==> config.mk <==
export PLATFORM = sky130hd
export DESIGN_NAME = ecp_port
export DESIGN_NICKNAME = d
export VERILOG_FILES = /design/src/verilog/ecp_pkg.sv /design/src/verilog/ecp_port.sv
export SDC_FILE = /design/constraint.sdc
export NUM_CORES = 1
export LEC_CHECK = 0
export ABC_AREA = 1
export BUFFER_PORTS_ARGS = -buffer_cell sky130_fd_sc_hd__clkbuf_2
export CORE_UTILIZATION = 53
export DETAILED_ROUTE_END_ITERATION = 7
export HOLD_SLACK_MARGIN = 0.08
export PLACE_DENSITY = 0.76
export SLEW_MARGIN = 20
export SYNTH_ARGS = -nofsm -noshare
export SYNTH_HDL_FRONTEND = slang
export SYNTH_SLANG_ARGS = --single-unit
==> constraint.sdc <==
create_clock -name sys_clk -period 3 [get_ports sys_clk]
set_clock_uncertainty 0.1 [all_clocks]
set_input_delay 0.45 -clock sys_clk [delete_from_list [all_inputs] [get_ports sys_clk]]
set_output_delay 0.45 -clock sys_clk [all_outputs]
set_load 0.01 [all_outputs]
==> src/verilog/ecp_pkg.sv <==
// shared constants and types for the extended parallel port block
package ecp_pkg;
  // register byte addresses on the bus
  localparam logic [4:0] OFF_DATA = 5'h00;
  localparam logic [4:0] OFF_STATUS = 5'h04;
  localparam logic [4:0] OFF_CTRL = 5'h08;
  localparam logic [4:0] OFF_DFIFO = 5'h0C;
  localparam logic [4:0] OFF_ECR = 5'h10;
  localparam logic [4:0] OFF_THR = 5'h14;
  // fifo geometry
  localparam logic [4:0] FIFO_DEPTH = 5'h10;
  localparam int FIFO_AW = 4;
  // operating modes
  localparam logic [2:0] MODE_SPP = 3'h0;
  localparam logic [2:0] MODE_BIDIR = 3'h1;
  localparam logic [2:0] MODE_PFIFO = 3'h2;
  localparam logic [2:0] MODE_ECP = 3'h3;
  localparam logic [2:0] MODE_TEST = 3'h6;
  // extended control field positions
  localparam int ECR_MODE_LSB = 5;
  localparam int ECR_ERRDIS = 4;
  localparam int ECR_DMA = 3;
  localparam int ECR_SVC = 2;
  // device control field positions
  localparam int CTRL_STB = 0;
  localparam int CTRL_AFD = 1;
  localparam int CTRL_INIT = 2;
  localparam int CTRL_SEL = 3;
  localparam int CTRL_DIR = 5;
  // values after reset
  localparam logic [2:0] MODE_RST = 3'h0;
  localparam logic SVC_RST = 1'b1;
  localparam logic [3:0] THR_RST = 4'h8;
  localparam logic [7:0] CTRL_RST = 8'h00;
  localparam logic [7:0] CTRL_RO_ONES = 8'hC0;
  localparam logic [2:0] STATUS_LOW_ONES = 3'h7;
  // one fifo slot: command tag plus byte
  typedef struct packed {
    logic cmd;
    logic [7:0] data;
  } ecp_entry_s;
  // synchronised peripheral inputs
  typedef struct packed {
    logic valid_n;
    logic ack;
    logic rev_ack_n;
    logic select;
    logic err_n;
    logic [7:0] data;
  } ecp_pins_s;
  typedef enum logic [2:0] {
    LK_IDLE, LK_FWD_STB, LK_FWD_BUSY, LK_FWD_DONE, LK_REV_REQ, LK_REV_REL
  } ecp_link_e;
endpackage

==> src/verilog/ecp_port.sv <==
// extended parallel port: fifo, dma request, service event and link handshake
//
// The implementer's own choices: the placing of the registers and the Avalon-MM interface to the registers.
`timescale 1ns/1ns
module ecp_port import ecp_pkg::*; (
  // clock and reset
  input wire logic sys_clk,
  input wire logic nrst,
  // avalon-mm slave
  input wire logic [4:0] address,
  input wire logic read,
  input wire logic write,
  input wire logic [31:0] writedata,
  input wire logic [3:0] byteenable,
  output logic [31:0] readdata,
  output logic waitrequest,
  // dma channel
  output logic port_dma_request,
  input wire logic dma_ack,
  input wire logic dma_tc,
  input wire logic [7:0] dma_wdata,
  output logic [7:0] dma_rdata,
  // event line
  output logic port_irq,
  // parallel port pins
  input wire logic [7:0] port_data_lines_in,
  output logic [7:0] port_data_lines_out,
  output logic port_data_lines_oe,
  output logic host_write_pulse_n,
  output logic host_tag_line,
  output logic initialise_out_n,
  output logic select_input_out_n,
  input wire logic peripheral_valid_line_n,
  input wire logic peripheral_handshake_line,
  input wire logic turnaround_acknowledge_n,
  input wire logic peripheral_error_line_n,
  input wire logic printer_select
);

  ecp_pins_s pin_s1;
  ecp_pins_s pin;
  logic [2:0] mode;
  logic err_int_dis;
  logic dma_allow_bit;
  logic service_event_bit;
  logic [3:0] fifo_threshold;
  logic [7:0] ctrl;
  logic [7:0] data_reg;
  ecp_entry_s mem [FIFO_DEPTH];
  logic [FIFO_AW-1:0] wr_ptr;
  logic [FIFO_AW-1:0] rd_ptr;
  logic [4:0] count;
  logic fifo_full;
  logic fifo_empty;
  logic fifo_on;
  logic dir;
  logic auto_mode;
  logic ack_q;
  logic acc;
  logic ecr_wr;
  logic bus_push;
  logic bus_pop;
  logic dma_go;
  logic dma_push;
  logic dma_pop;
  logic link_push;
  logic link_pop;
  logic push;
  logic pop;
  ecp_entry_s push_entry;
  ecp_entry_s head;
  ecp_link_e lk_state;
  logic lk_strobe_n;
  logic lk_tag;
  logic [7:0] lk_data;
  logic svc_cond;
  logic svc_hw_set;
  logic svc_irq;
  logic err_irq;
  logic err_prev_n;
  logic err_fall;

  function automatic logic is_sw_mode(input logic [2:0] m);
    is_sw_mode = (m == MODE_SPP) || (m == MODE_BIDIR);
  endfunction

  // two flops on every pin input before use
  always_ff @(posedge sys_clk) begin
    pin_s1 <= '{peripheral_valid_line_n, peripheral_handshake_line,
      turnaround_acknowledge_n, printer_select, peripheral_error_line_n,
      port_data_lines_in};
    pin <= pin_s1;
  end

  // direction has no effect in standard and parallel fifo modes
  assign dir = ctrl[CTRL_DIR] && (mode != MODE_SPP) && (mode != MODE_PFIFO);
  assign fifo_on = (mode == MODE_PFIFO) || (mode == MODE_ECP) || (mode == MODE_TEST);
  assign auto_mode = (mode == MODE_ECP) || (mode == MODE_PFIFO);
  assign fifo_full = (count == FIFO_DEPTH);
  assign fifo_empty = (count == 5'h00);
  assign head = mem[rd_ptr];

  // bus slave: one wait cycle, action at the edge where waitrequest is low
  assign waitrequest = (read || write) && !ack_q;
  assign acc = (read || write) && ack_q;
  assign ecr_wr = acc && write && byteenable[0] && (address == OFF_ECR);

  always_ff @(posedge sys_clk) begin
    if (!nrst) begin
      ack_q <= 1'b0;
    end else begin
      ack_q <= (read || write) && !ack_q;
    end
  end

  // address/rle writes carry the command tag; no compression here
  assign bus_push = acc && write && byteenable[0] && fifo_on && !fifo_full &&
    (((address == OFF_DFIFO) && (!dir || mode == MODE_TEST)) ||
     ((address == OFF_DATA) && (mode == MODE_ECP) && !dir));
  assign bus_pop = acc && read && (address == OFF_DFIFO) && fifo_on &&
    !fifo_empty && (dir || mode == MODE_TEST);

  // dma: bus access wins a same-cycle collision
  assign port_dma_request = dma_allow_bit && !service_event_bit && fifo_on &&
    (dir ? !fifo_empty : !fifo_full);
  assign dma_go = dma_ack && port_dma_request;
  assign dma_push = dma_go && !dir && !bus_push;
  assign dma_pop = dma_go && dir && !bus_pop;

  assign push = bus_push || dma_push || link_push;
  assign pop = bus_pop || dma_pop || link_pop;

  always_comb begin
    push_entry = '{1'b0, dma_wdata};
    if (bus_push) begin
      push_entry = '{address == OFF_DATA, writedata[7:0]};
    end else if (link_push) begin
      // reverse commands always have msb clear
      push_entry = '{!pin.ack, pin.ack ? pin.data : {1'b0, pin.data[6:0]}};
    end
  end

  // one shared buffer for every queue; cleared whenever not in a fifo mode
  always_ff @(posedge sys_clk) begin
    if (!nrst || !fifo_on) begin
      wr_ptr <= '0;
      rd_ptr <= '0;
      count <= 5'h00;
    end else begin
      if (push) begin
        wr_ptr <= wr_ptr + 4'h1;
      end
      if (pop) begin
        rd_ptr <= rd_ptr + 4'h1;
      end
      if (push && !pop) begin
        count <= count + 5'h01;
      end else if (pop && !push) begin
        count <= count - 5'h01;
      end
    end
  end

  always_ff @(posedge sys_clk) begin
    if (push) begin
      mem[wr_ptr] <= push_entry;
    end
  end

  always_ff @(posedge sys_clk) begin
    if (!nrst) begin
      dma_rdata <= 8'h00;
    end else if (dma_pop) begin
      dma_rdata <= head.data;
    end
  end

  // extended control register
  always_ff @(posedge sys_clk) begin
    if (!nrst) begin
      mode <= MODE_RST;
      err_int_dis <= 1'b0;
      dma_allow_bit <= 1'b0;
    end else if (ecr_wr) begin
      // leaving a transfer mode is only allowed back to a software mode
      if (is_sw_mode(mode) || is_sw_mode(writedata[7:5])) begin
        mode <= writedata[7:5];
      end
      err_int_dis <= writedata[ECR_ERRDIS];
      dma_allow_bit <= writedata[ECR_DMA];
    end
  end

  // service conditions; thresholds share one 4-bit field
  always_comb begin
    if (dma_allow_bit) begin
      svc_cond = dma_go && dma_tc;
    end else if (!dir) begin
      svc_cond = fifo_on && ((FIFO_DEPTH - count) >= {1'b0, fifo_threshold});
    end else begin
      svc_cond = fifo_on && (count >= {1'b0, fifo_threshold});
    end
  end
  assign svc_hw_set = !service_event_bit && svc_cond;

  // hardware set beats a software clear in the same cycle
  always_ff @(posedge sys_clk) begin
    if (!nrst) begin
      service_event_bit <= SVC_RST;
    end else if (svc_hw_set) begin
      service_event_bit <= 1'b1;
    end else if (ecr_wr) begin
      service_event_bit <= writedata[ECR_SVC];
    end
  end

  // error event on falling error line, forward ecp only
  assign err_fall = err_prev_n && !pin.err_n && (mode == MODE_ECP) && !dir &&
    !err_int_dis;

  always_ff @(posedge sys_clk) begin
    if (!nrst) begin
      err_prev_n <= 1'b1;
      svc_irq <= 1'b0;
      err_irq <= 1'b0;
    end else begin
      err_prev_n <= pin.err_n;
      // software writing the service bit itself raises nothing
      if (svc_hw_set) begin
        svc_irq <= 1'b1;
      end else if (ecr_wr) begin
        svc_irq <= 1'b0;
      end
      if (err_fall) begin
        err_irq <= 1'b1;
      end else if (ecr_wr) begin
        err_irq <= 1'b0;
      end
    end
  end
  assign port_irq = svc_irq || err_irq;

  // other software registers
  always_ff @(posedge sys_clk) begin
    if (!nrst) begin
      ctrl <= CTRL_RST;
      data_reg <= 8'h00;
      fifo_threshold <= THR_RST;
    end else if (acc && write && byteenable[0]) begin
      if (address == OFF_CTRL) begin
        ctrl[4:0] <= writedata[4:0];
        if (mode == MODE_BIDIR) begin
          ctrl[CTRL_DIR] <= writedata[CTRL_DIR];
        end
      end
      if (address == OFF_DATA && is_sw_mode(mode)) begin
        data_reg <= writedata[7:0];
      end
      if (address == OFF_THR) begin
        fifo_threshold <= writedata[3:0];
      end
    end
  end

  // read data is registered during the wait cycle
  always_ff @(posedge sys_clk) begin
    if (!nrst) begin
      readdata <= 32'h00000000;
    end else if (read && !ack_q) begin
      case (address)
        OFF_DATA: readdata <= {24'h000000,
          (mode == MODE_BIDIR) ? pin.data : data_reg};
        OFF_STATUS: readdata <= {24'h000000, !pin.ack, pin.valid_n,
          pin.rev_ack_n, pin.select, pin.err_n, STATUS_LOW_ONES};
        OFF_CTRL: readdata <= {24'h000000, ctrl | CTRL_RO_ONES};
        OFF_DFIFO: readdata <= {24'h000000, head.data};
        OFF_ECR: readdata <= {24'h000000, mode, err_int_dis, dma_allow_bit,
          service_event_bit, fifo_full, fifo_empty};
        OFF_THR: readdata <= {28'h0000000, fifo_threshold};
        default: readdata <= 32'h00000000;
      endcase
    end
  end

  // link handshake
  assign link_pop = (lk_state == LK_IDLE) && auto_mode && !dir && !fifo_empty &&
    !pin.ack && pin.rev_ack_n;
  assign link_push = (lk_state == LK_REV_REQ) && !pin.valid_n && !fifo_full;

  always_ff @(posedge sys_clk) begin
    if (!nrst || !auto_mode) begin
      lk_state <= LK_IDLE;
      lk_strobe_n <= 1'b1;
      lk_tag <= 1'b1;
      lk_data <= 8'h00;
    end else begin
      case (lk_state)
        LK_IDLE: begin
          if (link_pop) begin
            lk_data <= head.data;
            lk_tag <= !head.cmd;
            lk_state <= LK_FWD_STB;
          end else if ((mode == MODE_ECP) && dir && !pin.rev_ack_n &&
              !fifo_full) begin
            lk_tag <= 1'b0;
            lk_state <= LK_REV_REQ;
          end
        end
        // data held a cycle before the strobe falls
        LK_FWD_STB: begin
          lk_strobe_n <= 1'b0;
          lk_state <= LK_FWD_BUSY;
        end
        LK_FWD_BUSY: begin
          if (pin.ack) begin
            lk_strobe_n <= 1'b1;
            lk_state <= LK_FWD_DONE;
          end
        end
        LK_FWD_DONE: begin
          if (!pin.ack) begin
            lk_tag <= 1'b1;
            lk_state <= LK_IDLE;
          end
        end
        LK_REV_REQ: begin
          if (link_push) begin
            lk_tag <= 1'b1;
            lk_state <= LK_REV_REL;
          end
        end
        LK_REV_REL: begin
          if (pin.valid_n) begin
            lk_state <= LK_IDLE;
          end
        end
        default: lk_state <= LK_IDLE;
      endcase
    end
  end

  // pins: software modes follow the control register
  always_ff @(posedge sys_clk) begin
    if (!nrst) begin
      port_data_lines_out <= 8'h00;
    end else begin
      // the popped byte reaches the pins a cycle ahead of the falling strobe
      port_data_lines_out <= !auto_mode ? data_reg : (link_pop ? head.data : lk_data);
    end
  end
  assign port_data_lines_oe = !dir && ((mode != MODE_ECP) || pin.rev_ack_n);
  assign host_write_pulse_n = auto_mode ? lk_strobe_n : !ctrl[CTRL_STB];
  assign host_tag_line = auto_mode ? lk_tag : !ctrl[CTRL_AFD];
  assign initialise_out_n = (mode == MODE_ECP) ? !dir : ctrl[CTRL_INIT];
  assign select_input_out_n = (mode == MODE_ECP) ? 1'b1 : !ctrl[CTRL_SEL];
endmodule
==> metrics.cfg, run 1 <==
[outcome]
status = finished, final reports clean

[final_layout]
syn_to_final_growth_pct = 16.3
largest-register = mem
drive_gt1_share_pct = 14.3
fin_area_sq_um = 13200
nets = 1512
largest_reg_flops = 144
largestRegisters = mem: 144 flops, pin: 13 flops, pin_s1: 13 flops
diodes = 0

[routing]
drc = 0
totalWireLength_um = 28000
via_count = 9040
wire_per_inst_um = 16.3
drtPass1Iterations = 5
viasPerCell = 5.26
drtIter0Drc = 717
ant_nets = 0

[synth]
synth_ff_type = edfxtp_1
synthAdderAreaFrac_pct = 2.26
synth_area_per_cell_sq_um = 8.72
synth_area_sq_um = 11400
synthMuxAreaShare_pct = 0.703
synthArstFlopShare_pct = 0
ys_types = 41
synthTopCellsByCount = 328 x nand2_1, 175 x inv_1, 144 x edfxtp_1
synth_edf_count = 144
yosysWarningCount = 0
synth_xor_area_share_pct = 0.616
synth_compound_area_share_pct = 6.16
yosysSeqAreaShare_pct = 57.0
synth_top_area_share_pct = 38.0
synth_top_family_by_area = simple AND/OR/NAND/NOR gates
synthCells = 1306
ys_ff_latch = 252
yosys.area_share.simple_pct = 23.8
yosysTopAreaCell = edfxtp_1
synth_most_common_cell = nand2_1
synthTopCellsByArea = edfxtp_1 38%, dfxtp_1 19%, nand2_1 11%, inv_1 5.8%, nand3_1 5.7%

[cts]
clock_sinks = 252
clockRootBuffer = clkbuf_16
cts_buffers = 26
htree_levels = 1
path_clk_slew_ns = 0.06
clkLatencyLatePin_ns = 0.54
cts_tree = built
clock_tree.buffer_depth = 3

[power]
ir_drop_uv = 516
power_density_nw_per_um2 = 517
p_leak_nw = 5.86

[place]
dp_hpwl_um = 19000
dp_slack_ns = -0.0375
port_buffers = 72
place.gp.congestion = 0.904
detailed_place.area_sq_um = 12200

[sta]
drv_slew = 0
relSlewSlack_pct = 50.5
period_needed_ns = 2.91
max_freq_mhz = 344
finalHoldViolCount = 0
tightest_slew_ns = 0.741
fin_crit_sh_pct = 96.9
setup_violations = 0
layout_setup_ws_ns = 0.0929

[global_routing]
grt_max_degree = 73
grt_pass1_vias = 8461
grt_overflow = 0
grt_util_all_layers_pct = 25.5
grt_pass1_wl_um = 43600
antenna_found_initial = 1

[setup_path]
crit_buf_inv = 4
critPathCaptureType = flip-flop
path_max_fanout = 4
crit_required_ns = 3.31
crit_end = count[4]$_SDFFE_PP0P_
r2r_start = count[0]$_SDFFE_PP0P_
crit_top_cell = ha_4
critPathLaunchType = flip-flop
critPathKind = reg2reg
cpPeakStageDelay_ns = 0.34
r2r-end = count[4]$_SDFFE_PP0P_
r2r_cells = 21
crit_start = count[0]$_SDFFE_PP0P_
slowest_stage = dfxtp_2
cp_data_arrival_time_ns = 3.22
reg2reg_slack_ns = 0.09
cp_num_cells = 21
path_cells = inv_2 -> ha_4 -> nand2_4 -> nor2_4 -> ha_2 -> inv_2 -> nor2_4 -> buf_4 -> nor3_4 -> nand3_2 -> nand3_4 -> ha_4 -> inv_4 -> ha_4 -> a21oi_2 -> o21a_1 -> nor2_1 -> nor2_1 -> nand2_1 -> o21ai_1 -> a21oi_1
critPathTopFamily = simple AND/OR/NAND/NOR gates

[die]
initial_core_util_pct = 54.2
fp.dieArea_sq_um = 22100
fp.coreArea_sq_um = 21000
fp.dieW_um = 149
ios = 124
die_h_um = 149
rows = 53

[worst_hold_path]
hp-class = in2reg

[flow_run]
maxCapViolCount = 0

==> layer usage <==
layer / part of all wire [%] / GRT usage, %
met5: 0.032 / 0
met4: 3.1 / 9.23
met3: 6.5 / 3.77
met2: 48 / 42.0
met1: 42 / 34.3
==> through the flow <==
step	instances	total power [mW]	setup TNS [ns]	utilization, %	hold WS [ns]
final	1719	6.84	0	63.0	0.107
after CTS	1717	6.86	0	62.6	0.105
after detailed placement	1656	3.91	-0.0375	58.2	0.212
after global placement	1656	3.90	0	58.2	0.210
after floorplan	1329	3.84	-0.0156	-	0.210
after global routing	1719	7.02	-0.127	63.0	0.156
==> cells by family after synthesis <==
logic type | Yosys count
AND/OR/NAND/NOR | 628
buffers and inverters | 258
flip-flops | 252
AO/OA/AOI/OAI | 131
adder cells (fa/ha/maj) | 20
XOR/XNOR | 8
multiplexers | 8
other | 1
==> worst reg2reg max path: stages (launching register included) <==
cell and delay [ns]:
dfxtp_2 0.34, inv_2 0.05, ha_4 0.16, nand2_4 0.06, nor2_4 0.04, ha_2 0.18, inv_2 0.07, nor2_4 0.04
buf_4 0.14, nor3_4 0.19, nand3_2 0.13, nand3_4 0.10, ha_4 0.18, inv_4 0.06, ha_4 0.22, a21oi_2 0.13
o21a_1 0.15, nor2_1 0.04, nor2_1 0.09, nand2_1 0.08, o21ai_1 0.16, a21oi_1 0.07
==> worst min-delay path by stage <==
stage / start / endpoint / slack (ns) / depth (start not counted)
floorplan: pin_s1[0]$_DFF_P_ / pin[0]$_DFF_P_ / 0.21 / 0
global placement: pin_s1[9]$_DFF_P_ / pin[9]$_DFF_P_ / 0.21 / 0
detailed placement: pin_s1[2]$_DFF_P_ / pin[2]$_DFF_P_ / 0.21 / 0
CTS: write / ack_q$_SDFF_PN0_ / 0.10 / 3
global route: writedata[0] / ctrl[0]$_SDFFE_PN0P_ / 0.16 / 3
finish: write / ack_q$_SDFF_PN0_ / 0.11 / 3
==> layout make-up <==
type,instances,area (sq um)
inverters,184,693
clock buffers,36,688
multi-input cells,819,4010
fillers,1730,7780
well taps,275,344
flip-flops and latches,252,6490
repair buffers,141,923
clock inverters,12,87.6
==> report_power, final <==
part	internal, mW	switching [mW]
Clock	1.68	1.31
Combinational	0.0559	0.115
Sequential	3.67	0.0113
==> layout by cell type (no fill, tap or decap), drive strengths merged, types with 7 or more instances in the layout <==
master       count
dfxtp          108
inv            181
nand3b          10
mux2i            8
o21ai           63
clkbuf         108
nand3          134
buf             56
a21oi           52
nor2           120
nand2          333
clkinv          13
nand4           18
conb            24
nor3            10
a31oi            7
edfxtp         144
ha              19
dlygate4sd3     13
==> repair_timing <==
item                                    in CTS  in global routing
resized for setup                            4                 19
endpoints found under the hold margin       13                  0
setup buffers                                0                  2
hold buffers                                13                  0
pin swaps                                    0                 12
endpoints found under the setup margin       2                  5
(Power assumes the default switching activity.)
==> run 2, diff against run 1 <==
--- a/config.mk
+++ b/config.mk
@@ -7,10 +7,10 @@
 export LEC_CHECK = 0
 export ABC_AREA = 1
 export BUFFER_PORTS_ARGS = -buffer_cell sky130_fd_sc_hd__clkbuf_2
-export CORE_UTILIZATION = 53
+export CORE_UTILIZATION = 59
 export DETAILED_ROUTE_END_ITERATION = 7
 export HOLD_SLACK_MARGIN = 0.08
-export PLACE_DENSITY = 0.76
+export PLACE_DENSITY = 0.8
 export SLEW_MARGIN = 20
 export SYNTH_ARGS = -nofsm -noshare
 export SYNTH_HDL_FRONTEND = slang
==> constraint.sdc (replaced) <==
create_clock -name sys_clk -period 3.1 [get_ports sys_clk]
set_clock_uncertainty 0.1 [all_clocks]
set_input_delay 0.465 -clock sys_clk [delete_from_list [all_inputs] [get_ports sys_clk]]
set_output_delay 0.465 -clock sys_clk [all_outputs]
set_load 0.01 [all_outputs]
==> run 2 against run 1 <==
  * First-iteration DRC count is 52% higher
  * Via count is 2.4% higher
  * Register-to-register slack better by 0.09 ns
  * Global-route usage is 3.8 points higher
  * Critical path depth is 2 lower
  * Sequential cell count stayed put
  * Critical endpoint is now count[3]$_SDFFE_PP0P_
  * Largest power group unchanged
==> metrics.cfg, run 2 (synthesis results as in run 1) <==
[setup_path]
cp_data_arrival_time_ns = 3.24  ; +0.02 ns
cpPeakStageDelay_ns = 0.34  ; about the same
reg2reg_slack_ns = 0.18  ; +0.09 ns
critPathKind = reg2reg
critPathCaptureType = flip-flop
crit_required_ns = 3.42  ; +0.11 ns
slowest_stage = dfxtp_2
crit_buf_inv = 4  ; unchanged
path_cells = inv_1 -> ha_2 -> nand2_1 -> nor2_2 -> ha_1 -> inv_2 -> nor2_4 -> nor3_4 -> nand3_2 -> nand3_4 -> ha_4 -> inv_4 -> ha_1 -> nand2_1 -> nor2_1 -> a211oi_2 -> xnor2_1 -> o21ai_0 -> inv_1
critPathLaunchType = flip-flop
path_max_fanout = 4  ; unchanged
critPathTopFamily = adder cells

[routing]
drtIter0Drc = 1093  ; +52%
drtPass1Iterations = 5  ; unchanged
totalWireLength_um = 28800  ; +2.7%
drc = 0  ; unchanged
wire_per_inst_um = 17.0  ; +4.4%
ant_nets = 0  ; unchanged
viasPerCell = 5.48  ; +4.1%
via_count = 9261  ; +2.4%

[die]
rows = 50  ; -5.7%
ios = 124  ; unchanged
fp.dieArea_sq_um = 19900  ; -10%
fp.coreArea_sq_um = 18800  ; -10%
initial_core_util_pct = 60.5  ; +6.3 points
die_h_um = 141  ; -5.2%
fp.dieW_um = 141  ; -5.2%

[sta]
drv_slew = 0  ; unchanged
relSlewSlack_pct = 47.7  ; -2.8 points
holdWs_ns = 0.142  ; +0.0350 ns
layout_setup_ws_ns = 0.178  ; +0.0855 ns
setup_violations = 0  ; unchanged
tns_ns = 0  ; unchanged
tightest_slew_ns = 0.784  ; +0.0430 ns
period_needed_ns = 2.92  ; +0.0145 ns
finalHoldViolCount = 0  ; unchanged
max_freq_mhz = 342  ; -0.50%
fin_crit_sh_pct = 94.2  ; -2.7 points

[place]
dp_slack_ns = 0.00253  ; +0.0401 ns
place.gp.congestion = 0.958  ; +6.0%
port_buffers = 72  ; unchanged
dp_hpwl_um = 19100  ; +0.74%
detailed_place.area_sq_um = 12100  ; -0.92%

[power]
power_density_nw_per_um2 = 515  ; -0.33%
ir_drop_uv = 407  ; -21%
power_mw = 6.77  ; -0.99%
p_leak_nw = 5.83  ; -0.37%

[cts]
clkLatencyLatePin_ns = 0.53  ; about the same
clockRootBuffer = clkbuf_16
clock_sinks = 252  ; unchanged
path_clk_slew_ns = 0.06  ; about the same
htree_levels = 1  ; unchanged
cts_tree = built
clock_tree.buffer_depth = 3  ; unchanged
cts_buffers = 25  ; -3.8%

[worst_hold_path]
hp-class = in2reg

[global_routing]
grt_pass1_vias = 8551  ; +1.1%
grt_util_all_layers_pct = 29.3  ; +3.8 points
grt_max_degree = 73  ; unchanged
antenna_found_initial = 0  ; -1
grt_overflow = 0  ; unchanged
grt_pass1_wl_um = 44600  ; +2.5%

[final_layout]
final_common_cell = nand2_1
final_cell_mix = 328 x nand2_1, 172 x inv_1, 144 x edfxtp_1, 128 x nand3_1, 115 x nor2_1
drive_gt1_share_pct = 13.9  ; -0.43 points
fin_area_sq_um = 13200  ; -0.66%
nets = 1500  ; -0.79%
syn_to_final_growth_pct = 15.5
diodes = 0  ; unchanged
largest_reg_flops = 144  ; unchanged
largestRegisters = mem: 144 flops, pin: 13 flops, pin_s1: 13 flops
largest-register = mem

[flow_run]
maxCapViolCount = 0  ; unchanged

[outcome]
status = finished, final reports clean

==> run 2: cell count changes in the layout (fill, tap and decap cells not counted), sizes merged <==
cell    delta
buf       -11
clkbuf     -7
inv        +3
bufinv     +2
==> run 2: path summary, 6_finish.rpt <==
kind | from | end | cells past startpoint
hold / removal | write | ack_q$_SDFF_PN0_ | 3
setup reg to reg | count[0]$_SDFFE_PP0P_ | count[3]$_SDFFE_PP0P_ | 19
hold reg to reg | pin_s1[1]$_DFF_P_ | pin[1]$_DFF_P_ | 0
setup / recovery | count[0]$_SDFFE_PP0P_ | count[3]$_SDFFE_PP0P_ | 19
==> run 2: per-layer routing <==
layer | part of all wire (%) | GRT usage [%]
met3 | 10 | 5.16
met4 | 3.7 | 11.8
met1 | 40 | 40.4
met5 | 0 | 0
met2 | 46 | 46.3
==> run 2: timing repair <==
action,CTS,global route
setup buffers,0,1
endpoints found under the hold margin,13,0
cloned,0,0
setup endpoints to repair,2,4
resized for setup,3,15
pin swaps,0,2
hold buffers,13,0
==> run 2: metrics by stage <==
step | utilization [%] | cells
final | 69.8 | 1691
after global routing | 69.8 | 1691
after CTS | 69.5 | 1690
after detailed placement | 64.4 | 1631
after global placement | 64.4 | 1631
after floorplan | - | 1329
==> run 2: power by group <==
part | internal (mW) | switching, mW | leakage [nW]
logic | 0.0533 | 0.117 | 3.28
clock network | 1.76 | 1.28 | 0.410
registers | 3.55 | 0.0114 | 2.15
==> run 2: final cells by class <==
cell class                      count  area [sq um]
Timing Repair Buffer              130           841
Fill cell                        1394          5680
Inverter                          184           693
Clock inverter                     17           174
Sequential cell                   252          6490
Clock buffer                       29           651
Tap cell                          260           325
Multi-Input combinational cell    819          3980
==> run 2: worst reg2reg max path, stage by stage, from the launching register on <==
cell and delay (ns):
dfxtp_2 0.34, inv_1 0.06, ha_2 0.19, nand2_1 0.09, nor2_2 0.05, ha_1 0.18, inv_2 0.12, nor2_4 0.07
nor3_4 0.23, nand3_2 0.14, nand3_4 0.12, ha_4 0.18, inv_4 0.06, ha_1 0.27, nand2_1 0.07, nor2_1 0.05
a211oi_2 0.18, xnor2_1 0.09, o21ai_0 0.17, inv_1 0.05
